`config.mk`:
```
export PLATFORM = sky130hd
export DESIGN_NAME = umlc_top
export DESIGN_NICKNAME = d
export VERILOG_FILES = /design/src/pkg/umlc_pkg.sv /design/src/pkg/umlc_sync_if.sv /design/src/rtl/umlc_top.sv /design/src/rtl/umlc_sync.sv
export SDC_FILE = /design/constraint.sdc
export NUM_CORES = 1
export LEC_CHECK = 0
export ABC_AREA = 1
export BUFFER_PORTS_ARGS = -buffer_cell sky130_fd_sc_hd__clkbuf_2
export CAP_MARGIN = 15
export CORE_MARGIN = 2
export CORE_UTILIZATION = 56
export CTS_BUF_LIST = sky130_fd_sc_hd__clkbuf_2 sky130_fd_sc_hd__clkbuf_4 sky130_fd_sc_hd__clkbuf_8
export CTS_CLUSTER_SIZE = 25
export DETAILED_ROUTE_END_ITERATION = 8
export PLACE_DENSITY_LB_ADDON = 0.12
export REMOVE_ABC_BUFFERS = 1
export SLEW_MARGIN = 20
export SYNTH_ARGS = -nofsm -noshare
export SYNTH_HDL_FRONTEND = slang
export SYNTH_SLANG_ARGS = --single-unit
```
`constraint.sdc`:
```
create_clock -name clock -period 1.76 [get_ports clock]
set_clock_uncertainty 0.05 [all_clocks]
set_input_delay 0 -clock clock [delete_from_list [all_inputs] [get_ports clock]]
set_output_delay 0 -clock clock [all_outputs]
set_load 0.05 [all_outputs]
```
`src/pkg/umlc_pkg.sv`:
```
// Contract
// - User outputs go low while their control bits are one.
// - Reset and loop mode force both user outputs high.
// - Request-to-send output is active low while its control bit is set.
// - Request-to-send goes high on reset, in loop mode, or bit cleared.
// - Status read returns current ring indicator condition in bit 6.
// - Ring flag sets on ring input low-to-high since last status read.
// - Enabled modem status interrupt rises on ring trailing edge.
// - Reset places serial data output in marking state.
// - Terminal-ready low while bit 0 set; high on reset or loop.
// - Clear-to-send level in bit 4, change flag in bit 0.
`default_nettype none
package umlc_pkg;
   localparam int ADDR_W = 3;
   localparam int DATA_W = 8;
   localparam int SYNC_STAGES = 2;
   localparam int N_SYNC = 4;
   localparam int N_PINS = 4;
   localparam logic [ADDR_W-1:0] ADDR_CTRL = 3'h0;
   localparam logic [ADDR_W-1:0] ADDR_STAT = 3'h1;
   localparam logic [ADDR_W-1:0] ADDR_IEN = 3'h2;
   localparam int CTL_DTR = 0;
   localparam int CTL_RTS = 1;
   localparam int CTL_UA = 2;
   localparam int CTL_UB = 3;
   localparam int CTL_LOOP = 4;
   localparam int STA_CTS_CHG = 0;
   localparam int STA_RING_EDGE = 2;
   localparam int STA_CTS = 4;
   localparam int STA_RING = 6;
   localparam int IEN_MODEM = 0;
   localparam int PIN_DTR = 0;
   localparam int PIN_RTS = 1;
   localparam int PIN_UA = 2;
   localparam int PIN_UB = 3;
   localparam logic [DATA_W-1:0] CTL_MASK = 8'h1F;
   localparam logic [DATA_W-1:0] IEN_MASK = 8'h01;
   localparam logic [DATA_W-1:0] REG_RST = 8'h00;
   localparam logic [N_SYNC-1:0] SYNC_RST = 4'hF;
   localparam logic PIN_INACTIVE = 1'b1;
   localparam logic LINE_MARK = 1'b1;
endpackage
`default_nettype wire

```
`src/pkg/umlc_sync_if.sv`:
```
`default_nettype none
interface umlc_sync_if;
   logic cts_s;
   logic ri_s;
   logic rx_s;
   logic rclk_s;
   modport src (output cts_s, ri_s, rx_s, rclk_s);
   modport dst (input cts_s, ri_s, rx_s, rclk_s);
endinterface
`default_nettype wire

```
`src/rtl/umlc_top.sv`:
```
`default_nettype none
module umlc_top (
   input wire logic clock,
   input wire logic reset,
   input wire logic [umlc_pkg::ADDR_W-1:0] addr,
   input wire logic [umlc_pkg::DATA_W-1:0] wdata,
   input wire logic wr_en,
   input wire logic rd_en,
   output logic [umlc_pkg::DATA_W-1:0] rdata,
   input wire logic cts_n,
   input wire logic ri_n,
   input wire logic serial_rx_line,
   input wire logic rclk,
   input wire logic tx_shift_bit,
   output logic dtr_n,
   output logic rts_n,
   output logic user_output_a_n,
   output logic user_output_b_n,
   output logic serial_tx_line,
   output logic rx_line_out,
   output logic rclk_tick,
   output logic msr_irq
);
   import umlc_pkg::*;

   // Modem pins pass the synchroniser before any logic reads them
   umlc_sync_if sif ();

   umlc_sync #(.STAGES(SYNC_STAGES)) u_sync (
      .clock(clock),
      .reset(reset),
      .cts_n(cts_n),
      .ri_n(ri_n),
      .serial_rx_line(serial_rx_line),
      .rclk(rclk),
      .sif(sif)
   );

   // Registers and their next values
   logic [DATA_W-1:0] ctrl_q;
   logic [DATA_W-1:0] ctrl_d;
   logic [DATA_W-1:0] ier_q;
   logic [DATA_W-1:0] ier_d;
   logic [DATA_W-1:0] rdata_q;
   logic [DATA_W-1:0] rdata_d;
   logic [DATA_W-1:0] stat_v;
   logic cts_delta_q;
   logic cts_delta_d;
   logic ring_edge_q;
   logic ring_edge_d;
   logic cts_prev_q;
   logic ri_prev_q;
   logic rclk_prev_q;
   logic rclk_tick_q;
   logic [N_PINS-1:0] pins_q;
   logic [N_PINS-1:0] pins_d;
   logic tx_q;
   logic tx_d;

   // Decoded conditions
   logic loop;
   logic loop_d;
   logic cts_act;
   logic ri_lvl;
   logic cts_chg;
   logic ri_rise;
   logic stat_rd;
   logic wr_ctrl;
   logic wr_ien;

   // Register selects
   assign wr_ctrl = wr_en && addr == ADDR_CTRL;
   assign wr_ien = wr_en && addr == ADDR_IEN;
   assign stat_rd = rd_en && addr == ADDR_STAT;

   // Effective modem inputs; loop mode feeds back the RTS and user output A control bits
   assign loop = ctrl_q[CTL_LOOP];
   assign cts_act = loop ? ctrl_q[CTL_RTS] : ~sif.cts_s;
   assign ri_lvl = loop ? ~ctrl_q[CTL_UA] : sif.ri_s;
   assign cts_chg = cts_act != cts_prev_q;
   assign ri_rise = ri_lvl && !ri_prev_q;

   // Set wins over the clear made by a status read
   assign cts_delta_d = cts_chg || (cts_delta_q && !stat_rd);
   assign ring_edge_d = ri_rise || (ring_edge_q && !stat_rd);

   // Unused control and enable bits read back as zero
   assign ctrl_d = wr_ctrl ? (wdata & CTL_MASK) : ctrl_q;
   assign ier_d = wr_ien ? (wdata & IEN_MASK) : ier_q;
   assign loop_d = ctrl_d[CTL_LOOP];

   // Active-low pins; loop mode holds them all inactive
   assign pins_d[PIN_DTR] = loop_d ? PIN_INACTIVE
      : ~ctrl_d[CTL_DTR];
   assign pins_d[PIN_RTS] = loop_d ? PIN_INACTIVE
      : ~ctrl_d[CTL_RTS];
   assign pins_d[PIN_UA] = loop_d ? PIN_INACTIVE
      : ~ctrl_d[CTL_UA];
   assign pins_d[PIN_UB] = loop_d ? PIN_INACTIVE
      : ~ctrl_d[CTL_UB];

   // Serial output idles marking while looped back
   assign tx_d = loop_d ? LINE_MARK : tx_shift_bit;

   // Status view
   always_comb begin
      stat_v = REG_RST;
      stat_v[STA_CTS_CHG] = cts_delta_q;
      stat_v[STA_RING_EDGE] = ring_edge_q;
      stat_v[STA_CTS] = cts_act;
      stat_v[STA_RING] = ~ri_lvl;
   end

   // Read data is zero outside the cycle after a read strobe
   assign rdata_d = !rd_en ? REG_RST :
                    addr == ADDR_CTRL ? ctrl_q :
                    addr == ADDR_STAT ? stat_v :
                    addr == ADDR_IEN ? ier_q : REG_RST;

   always_ff @(posedge clock or posedge reset) begin
      if (reset) begin
         ctrl_q <= REG_RST;
         ier_q <= REG_RST;
         rdata_q <= REG_RST;
         cts_delta_q <= 1'b0;
         ring_edge_q <= 1'b0;
      end else begin
         ctrl_q <= ctrl_d;
         ier_q <= ier_d;
         rdata_q <= rdata_d;
         cts_delta_q <= cts_delta_d;
         ring_edge_q <= ring_edge_d;
      end
   end

   // Previous levels start at the idle levels so reset makes no edge
   always_ff @(posedge clock or posedge reset) begin
      if (reset) begin
         pins_q <= {N_PINS{PIN_INACTIVE}};
         tx_q <= LINE_MARK;
         cts_prev_q <= 1'b0;
         ri_prev_q <= PIN_INACTIVE;
         rclk_prev_q <= 1'b1;
         rclk_tick_q <= 1'b0;
      end else begin
         pins_q <= pins_d;
         tx_q <= tx_d;
         cts_prev_q <= cts_act;
         ri_prev_q <= ri_lvl;
         rclk_prev_q <= sif.rclk_s;
         rclk_tick_q <= sif.rclk_s && !rclk_prev_q;
      end
   end

   assign rdata = rdata_q;
   assign dtr_n = pins_q[PIN_DTR];
   assign rts_n = pins_q[PIN_RTS];
   assign user_output_a_n = pins_q[PIN_UA];
   assign user_output_b_n = pins_q[PIN_UB];
   assign serial_tx_line = tx_q;
   assign rx_line_out = loop ? tx_q : sif.rx_s;
   assign rclk_tick = rclk_tick_q;
   assign msr_irq = ier_q[IEN_MODEM]
      && (cts_delta_q || ring_edge_q);

   // Pin levels after control writes
   AST_OUT_ACTIVE: assert property (@(posedge clock) disable iff (reset)
      wr_ctrl && wdata[CTL_UA] && wdata[CTL_UB] && !wdata[CTL_LOOP]
      |=> !user_output_a_n && !user_output_b_n)
      else $error("user outputs not active after control write");
   AST_OUT_OFF: assert property (@(posedge clock) disable iff (reset)
      wr_ctrl && !wdata[CTL_UA] |=> user_output_a_n)
      else $error("user output a not inactive after clear");
   AST_LOOP_FORCE: assert property (@(posedge clock) disable iff (reset)
      ctrl_q[CTL_LOOP] |-> user_output_a_n && user_output_b_n
      && rts_n && dtr_n)
      else $error("outputs not forced inactive in loop mode");
   AST_RTS_ON: assert property (@(posedge clock) disable iff (reset)
      wr_ctrl && wdata[CTL_RTS] && !wdata[CTL_LOOP] |=> !rts_n)
      else $error("rts not active after set");
   AST_RTS_OFF: assert property (@(posedge clock) disable iff (reset)
      wr_ctrl && !wdata[CTL_RTS] |=> rts_n)
      else $error("rts not inactive after clear");
   AST_DTR: assert property (@(posedge clock) disable iff (reset)
      wr_ctrl |=> dtr_n == ($past(wdata[CTL_LOOP])
      || !$past(wdata[CTL_DTR])))
      else $error("dtr level wrong after control write");

   // Status reads and flags
   AST_RI_READ: assert property (@(posedge clock) disable iff (reset)
      stat_rd |=> rdata[STA_RING] == !$past(ri_lvl))
      else $error("ring bit does not match input");
   AST_RING_TRAILING_EDGE_FLAG_SET: assert property (@(posedge clock) disable iff (reset)
      ri_rise |=> ring_edge_q)
      else $error("trailing edge flag not set");
   AST_RING_FALL: assert property (@(posedge clock) disable iff (reset)
      !ri_rise && !ring_edge_q |=> !ring_edge_q)
      else $error("ring flag set without a rising ring level");
   AST_IRQ: assert property (@(posedge clock) disable iff (reset)
      ri_rise && ier_q[IEN_MODEM] && !wr_ien |=> msr_irq)
      else $error("modem status interrupt missing");
   AST_IRQ_OFF: assert property (@(posedge clock) disable iff (reset)
      !ier_q[IEN_MODEM] |-> !msr_irq)
      else $error("modem status interrupt while disabled");
   AST_CTS_READ: assert property (@(posedge clock) disable iff (reset)
      stat_rd |=> rdata[STA_CTS] == $past(cts_act))
      else $error("cts bit does not match input");
   AST_CLEAR_TO_SEND_DELTA: assert property (@(posedge clock) disable iff (reset)
      cts_chg |=> cts_delta_q ##1 (cts_delta_q || $past(stat_rd)))
      else $error("cts delta not held");
   AST_RD_CLEAR: assert property (@(posedge clock) disable iff (reset)
      stat_rd && !ri_rise && !cts_chg |=> !ring_edge_q && !cts_delta_q)
      else $error("status read did not clear flags");

   // Serial output after reset
   AST_TX_MARK: assert property (@(posedge clock) disable iff (reset)
      $past(reset) |-> serial_tx_line)
      else $error("serial output not marking after reset");

   COV_RING: cover property (@(posedge clock) disable iff (reset)
      ri_rise ##[1:20] stat_rd);
   COV_IRQ: cover property (@(posedge clock) disable iff (reset) $rose(msr_irq));
   COV_LOOP: cover property (@(posedge clock) disable iff (reset)
      $rose(ctrl_q[CTL_LOOP]));
endmodule
`default_nettype wire

```
`src/rtl/umlc_sync.sv`:
```
`default_nettype none
module umlc_sync #(
   parameter int STAGES = umlc_pkg::SYNC_STAGES
) (
   input wire logic clock,
   input wire logic reset,
   input wire logic cts_n,
   input wire logic ri_n,
   input wire logic serial_rx_line,
   input wire logic rclk,
   umlc_sync_if.src sif
);
   import umlc_pkg::*;
   logic [N_SYNC-1:0] raw;
   logic [N_SYNC-1:0] stage_q [STAGES];

   generate
      if (STAGES < 2) begin : g_bad_stages
         $error("umlc_sync needs at least two stages");
      end
   endgenerate

   assign raw = {rclk, serial_rx_line, ri_n, cts_n};

   // Chain of flip-flops per input
   genvar g;
   generate
      for (g = 0; g < STAGES; g++) begin : g_stage
         always_ff @(posedge clock or posedge reset) begin
            if (reset) begin
               stage_q[g] <= SYNC_RST;
            end else begin
               stage_q[g] <= (g == 0) ? raw : stage_q[(g == 0) ? 0 : g-1];
            end
         end
      end
   endgenerate

   assign sif.cts_s = stage_q[STAGES-1][0];
   assign sif.ri_s = stage_q[STAGES-1][1];
   assign sif.rx_s = stage_q[STAGES-1][2];
   assign sif.rclk_s = stage_q[STAGES-1][3];
endmodule
`default_nettype wire

```
# Word level (Yosys, flattened, before mapping)
# Cells that the tools add are included.
# classes
add_sub_neg	0
multipliers	0
div	0
n_lt_le_gt_ge	0
n_eq_ne	3
n_shift	0
n_mux	13
n_bitwise	7
n_reduce_logical	15
# ops
operator	n
$mux W7	3
$mux W1	9
$logic_and A1 B1 Y1	8
$not A1 Y1	7
$mux W5	1
$eq A3 B1 Y1 const B	1
$eq A3 B2 Y1 const B	1
$logic_not A1 Y1	3
$logic_not A3 Y1	1
$logic_or A1 B1 Y1	3
$ne A1 B1 Y1	1
# word_totals
ff_bits	32
latch_bits	0
ram_bits	0
mem_bits_ro	0
inputBits	20
out_inout_bits	16
word_cells	51
n_memories	0

# Depth between registers and ports, before layout
# Gate-level depths: netlist of the first run.
# logic_depth
ltp_word	6
mapped_depth	5

# Hierarchy
# Synthesis of the first run repeated with hierarchy kept, for this count alone.
# hier_totals
hier_cells	110
area_unflattened_um2	1172.4
# by_module_without_submodules
module	instances	cells_each	area_each_um2	seq_area_each_um2
umlc_top	1	101	958.4	584.3
umlc_sync	1	9	214.0	210.2

# Worst setup path after synthesis of the first run
# No wires, ideal clock.
# synth_timing
kind	flip-flop to output port
startpoint	register tx_q (netlist: serial_tx_line)
endpoint	output port rx_line_out
arrival_ps	1099
required_ps	1710
path_slack_ps	611
path_stages_with_launch	3
path_buffers	0
cell_sequence	dfstp_2 -> nand2_1 -> nand2_1
# synth_between
elab_chain_cells	1
# synth_lines
element	line_no	rtl
start: declaration	umlc_top.sv:57	logic tx_q;
start signal: assignment	umlc_top.sv:147	tx_q <= tx_d;
$mux W1	umlc_top.sv:161	assign rx_line_out = loop ? tx_q : sif.rx_s;
end: declaration	umlc_top.sv:20	output logic rx_line_out,
# Every way passes these cells.

# Worst setup path after layout of the first run
# layout_timing
startpoint	input port addr[1] in the netlist's numbering
endpoint	register rdata_q[2] (netlist: rdata[2])
# layout_between
elab_chain_cells	4
elab_cells_between_ends	5
cone_classes	eq/ne (1); mux (3); reduce/logical (1)
# layout_lines
element	line_no	rtl
start: declaration	umlc_top.sv:5	input wire logic [umlc_pkg::ADDR_W-1:0] addr,
$eq A3 B1 Y1	umlc_top.sv:117	addr == ADDR_STAT ? stat_v :
$mux W7	umlc_top.sv:117	
$mux W7 (*)	umlc_top.sv:116	addr == ADDR_CTRL ? ctrl_q :
$mux W7 (*)	umlc_top.sv:115	assign rdata_d = !rd_en ? REG_RST :
net rdata_d[2]	umlc_top.sv:45	logic [DATA_W-1:0] rdata_d;
end signal: assignment	umlc_top.sv:130	rdata_q <= rdata_d;
end: declaration	umlc_top.sv:44	logic [DATA_W-1:0] rdata_q;
# The timed path passes the listed nets; every way through them passes the cells marked *.
# A chain may end at the register's enable or synchronous reset.

==> results of run 1 <==
## layout make-up
cell class              instances  area [um2]
multi-input cells              60         290
fillers                       144         383
flip-flops and latches         31         795
clock inverters                 3        18.8
clock buffers                   5        37.5
inverters                      15        56.3
well taps                      27        33.8
repair buffers                 50         348
## Yosys cell counts, drive strengths merged
cell and instances:
a21oi 1, buf 4, conb 1, dfrtp 16, dfstp 15, inv 15
nand2 30, nand3 5, nand4 8, nor2 7, nor3 1, o21a 1
o21ai 5
## worst max-delay path by stage
| stage | from | to | slack [ns] | depth (start not counted) |
|---|---|---|---|---|
| global route | addr[1] | pins_q[2]$_DFF_PP1_ | 0.08 | 7 |
| detailed placement | ctrl_q[4]$_DFF_PP0_ | cts_delta_q$_DFF_PP0_ | 0.73 | 4 |
| floorplan | serial_tx_line$_DFF_PP1_ | rx_line_out | 0.61 | 2 |
| CTS | addr[1] | rdata[2]$_DFF_PP0_ | 0.19 | 6 |
| global placement | ctrl_q[4]$_DFF_PP0_ | rx_line_out | 0.79 | 4 |
| finish | addr[1] | rdata[2]$_DFF_PP0_ | 0.16 | 6 |
## report_power, final
part | switching, W | internal (W) | total (W)
logic | 0.000250 | 0.000111 | 0.000361
registers | 0.0000426 | 0.000810 | 0.000852
clock network | 0.000238 | 0.000154 | 0.000392
## timing repair
| item | 4_1_cts | 5_1_grt |
|---|---|---|
| hold buffers | 19 | 0 |
| endpoints found under the hold margin | 52 | 0 |
| resized for setup | 0 | 0 |
| endpoints found under the setup margin | 0 | 0 |
## per-layer routing
metal / part of all wire [%] / up-vias / routed length, um
met3: 5.1 / 5 / 118
met2: 52 / 29 / 1200
li1: - / 448 / -
met5: 0 / - / 0
met1: 41 / 427 / 955
met4: 1.4 / 0 / 33
## stage by stage
step	hold WS [ns]	cells	power (W)	area [um2]	util [%]
4_1_cts	0.00179	191	0.00162	1580	80.5
2_1_floorplan	-0.0455	106	0.00110	1140	-
5_1_grt	0.0291	191	0.00169	1580	80.5
6_report	0.0214	191	0.00161	1580	80.5
3_3_place_gp	0.0132	164	0.00118	1330	67.9
3_5_place_dp	0.0201	164	0.00119	1330	67.9
## flip-flops by register name, summed over array words and instances, names as in the netlist
| signal | cells |
|---|---|
| ctrl_q | 5 |
| rdata | 6 |
| cts_delta_q | 1 |
| pins_q | 4 |
| serial_tx_line | 1 |
| u_sync.stage_q | 4 |
| u_sync.sif.rclk_s | 1 |
| u_sync.sif.rx_s | 1 |
| ring_edge_q | 1 |
| rclk_prev_q | 1 |
| u_sync.sif.cts_s | 1 |
| ier_q | 1 |
| u_sync.sif.ri_s | 1 |
| cts_prev_q | 1 |
| ri_prev_q | 1 |
| rclk_tick | 1 |
## cells by family (layout without fill, tap and decap cells)
kind of cell | after synthesis | after routing
and+or+nand+nor | 51 | 51
DFF | 31 | 31
buffers and inverters | 19 | 73
AOI/OAI and AO/OA | 7 | 7
other | 1 | 2
## worst max-delay path, stage by stage
cell and delay, ns:
dlygate4sd3_1 0.53, clkbuf_2 0.15, nor2_4 0.27, dlygate4sd3_1 0.62
nand2_2 0.05, nor3_2 0.17
==> flow_summary.ini, run 1 <==
[run_status]
outcome = complete, no violations

[synthesis]
synth_area_leaders = dfrtp_1 34%, dfstp_2 34%, nand2_1 9.0%, inv_1 4.5%, nand4_1 4.3%
yosys_warnings = 0
synthSimpleGateAreaFrac_pct = 20.6
yosys.area_share.xor_xnor_pct = 0
synth.distinct_cells = 20
synth.area.mux_share_pct = 0
synth_top_family_by_area = simple AND/OR/NAND/NOR gates
synthAdderAreaFrac_pct = 0
avgSynthCellArea_um2 = 10.7
synth-seq-cells = 31
synth-seq-area-share_pct = 67.8
netlist_instances = 109
netlist_area_um2 = 1170
yosysTopAreaCell = dfrtp_1
yosysTopAreaCellShare_pct = 34.2
synth-compound-area-share_pct = 3.53

[die]
num_rows = 16
coreArea_um2 = 1960
die_y_um = 49.7
ios = 36
die_x_um = 49.7
die_area_um2 = 2470
start_util_pct = 59.7

[pwr]
leakagePower_nw = 0.799
p_per_area_nw_per_um2 = 1020
ir_drop_uv = 823

[worst_setup_path]
critPathCaptureType = flip-flop
critical_path_class = in2reg
reg2reg_depth = 3
cp_data_arrival_time_ns = 1.80
crit_path_start_kind = input port
worst-r2r-setup-slack_ns = 0.38
crit_fanout = 13
reg2reg_from = cts_delta_q$_DFF_PP0_
r2r-end = rdata[0]$_DFF_PP0_
critPathRequiredTime_ns = 1.96

[clocking]
post_cts_buffers = 0
cts_tree = yes
cts_root_buf = clkbuf_4
cts_buffers = 5
clk_latency_ns = 0.33
htreeDepth = 2
clkTransAtPathRegs_ns = 0.10
cts_num_sinks = 31
clock_path_buffers = 2

[global_route]
grtUsageMet1_pct = 26.5
grt_overflow = 0
antenna_found_initial = 0
grt_max_degree = 32
track_usage_pct = 21.5
use_met2_pct = 34.9
met3_usage_pct = 6.36
grt_pass1_vias = 887
grt_pass1_wl_um = 3860
busiest_layer = met2

[min_path]
holdPathEnd = ctrl_q[0]$_DFF_PP0_
hp-start = wr_en
min_delay_path_depth = 3
min-delay-path-class = in2reg

[sta]
setup_viol = 0
fin_crit_sh_pct = 90.8
fin_setup_tns_ns = 0
report.final.slew_viol_count = 0
period_needed_ns = 1.60
rsz0062_at_grt = no
setup_ws_ns = 0.162
final-hold-violation-count = 0
fmax_ghz = 0.626

[placed_design]
port_buffers = 30
place_congestion = 0.741
post-dp-hpwl_um = 1410
pre_cts_slack_ns = 0.725

[route]
vias = 909
routedWlPerCell_um = 12.1
drc_errors = 0
first_pass_iters = 4
ant_nets = 0
drtIter0Drc = 14
viasPerCell = 4.76
routed_wl_um = 2310

[cells_and_area]
layout_commonest_cell = clkbuf_2
layout_common_cells = 30 x clkbuf_2, 28 x nand2_1, 19 x dlygate4sd3_1
diodes = 0
nets = 183
area_delta_synth_final_pct = 34.8
drive_gt1_share_pct = 37.2

[job]
cap_viol_max_count = 0
Power figures use the tool's default switching activity.
==> run 2: changes to the inputs <==
Settings changed: MAX_ROUTING_LAYER from default to met4.
==> flow_summary.ini, run 2 (synthesized netlist as in run 1, its figures left out) <==
[clocking]
cts_tree = yes
post_cts_buffers = 0
cts_buffers = 5
clk_latency_ns = 0.33
clkTransAtPathRegs_ns = 0.10
clock_path_buffers = 2
cts_root_buf = clkbuf_4
cts_resized = 0
cts_num_sinks = 31
htreeDepth = 2

[placed_design]
dp_cells = 164
port_buffers = 30
post-dp-hpwl_um = 1410
place_area_um2 = 1330
place_congestion = 0.750
pre_cts_slack_ns = 0.725

[die]
num_rows = 16
ios = 36
die_area_um2 = 2470
die_y_um = 49.7
coreArea_um2 = 1960
start_util_pct = 59.7
die_x_um = 49.7

[worst_setup_path]
critical_path_class = in2reg
max_stage_delay_ns = 0.62
reg2reg_from = cts_delta_q$_DFF_PP0_
critPathRequiredTime_ns = 1.96
crit_top_cell = dlygate4sd3_1
cp_slowest_cell = dlygate4sd3_1
crit_chain = dlygate4sd3_1 -> clkbuf_2 -> nor2_4 -> dlygate4sd3_1 -> nand2_2 -> nor3_2
cp_data_arrival_time_ns = 1.80
crit_path_start_kind = input port
critPathCaptureType = flip-flop
cp-startpoint = addr[1]
crit_fanout = 13

[job]
cap_viol_max_count = 0

[cells_and_area]
area_delta_synth_final_pct = 34.8
diodes = 0
fillCellCount = 144
layout_common_cells = 30 x clkbuf_2, 28 x nand2_1, 19 x dlygate4sd3_1
stdcell_area_um2 = 1580
nets = 183
finalNonFillerCells = 191
largest_reg_flops = 6
layout_commonest_cell = clkbuf_2
seq_area_um2 = 795
drive_gt1_share_pct = 37.2
multi_input_area_um2 = 290

[global_route]
track_usage_pct = 22.1
antenna_found_initial = 0
grt_pass1_wl_um = 3860
grt_overflow = 0
grt_pass1_vias = 887
grt_max_degree = 32

[pwr]
combinationalPowerShare_pct = 22.5
swShare_pct = 33.1
intPower_w = 0.00107
seq_power_share_pct = 53.1
switching_power_w = 0.000531
p_per_area_nw_per_um2 = 1020
leakagePower_nw = 0.799
p_clk_share_pct = 24.4
ir_drop_uv = 823

[route]
viasPerCell = 4.76
routed_wl_um = 2310
vias = 909
first_pass_iters = 4
ant_nets = 0
drc_errors = 0
routedWlPerCell_um = 12.1
drtIter0Drc = 14

[sta]
setup_viol = 0
rsz0062_at_grt = no
fin_crit_sh_pct = 90.8
holdWs_ns = 0.0214
report.final.slew_viol_count = 0
setup_ws_ns = 0.162
fin_setup_tns_ns = 0
final-hold-violation-count = 0
fmax_ghz = 0.626
period_needed_ns = 1.60

[min_path]
hp-start = wr_en
min-delay-path-class = in2reg

[run_status]
outcome = complete, no violations
run 2: power groups by stage:
| stage | Combinational (W) | Clock, W | Sequential [W] |
|---|---|---|---|
| after floorplan | 0.000167 | 0 | 0.000929 |
| after CTS | 0.000359 | 0.000406 | 0.000852 |
| after global routing | 0.000392 | 0.000441 | 0.000861 |
| after detailed placement | 0.000322 | 0 | 0.000865 |
| final | 0.000361 | 0.000392 | 0.000852 |
| after global placement | 0.000312 | 0 | 0.000863 |
run 2: worst paths after layout:
| kind | endpoint | slack [ns] | cells past startpoint |
|---|---|---|---|
| max | rdata[2]$_DFF_PP0_ | 0.16 | 6 |
| min | ctrl_q[0]$_DFF_PP0_ | 0.02 | 3 |
| max reg2reg | rdata[0]$_DFF_PP0_ | 0.38 | 3 |
| min reg2reg | u_sync.sif.cts_s$_DFF_PP1_ | 0.31 | 0 |
| max in group asynchronous | pins_q[2]$_DFF_PP1_ | 1.10 | 4 |
| min in group asynchronous | ctrl_q[3]$_DFF_PP0_ | 0.24 | 4 |
run 2: worst max-delay path, delay by kind of cell:
family | cells | cell delay, ns
buffers and inverters | 3 | 1.30
AND/OR/NAND/NOR | 3 | 0.49
run 2: per-layer routing:
layer,track usage [%],wire (um)
met1,26.5,955
met2,34.9,1200
met3,6.36,118
met4,9.72,33
met5,-,0
run 2: area by class of cell:
| type | instances | share of cell area, % |
|---|---|---|
| Multi-Input combinational cell | 60 | 18.4 |
| Clock inverter | 3 | 1.19 |
| Clock buffer | 5 | 2.38 |
| Sequential cell | 31 | 50.3 |
| Timing Repair Buffer | 50 | 22.0 |
| Inverter | 15 | 3.57 |
| Tap cell | 27 | 2.14 |
run 2: timing repair:
action / CTS / global route
hold endpoints to repair: 52 / 0
hold buffers: 19 / 0
setup endpoints to repair: 0 / 0
run 2: through the flow:
stage	power, W	util (%)
floorplan	0.00110	-
global placement	0.00118	67.9
detailed placement	0.00119	67.9
CTS	0.00162	80.5
global route	0.00169	80.5
finish	0.00161	80.5
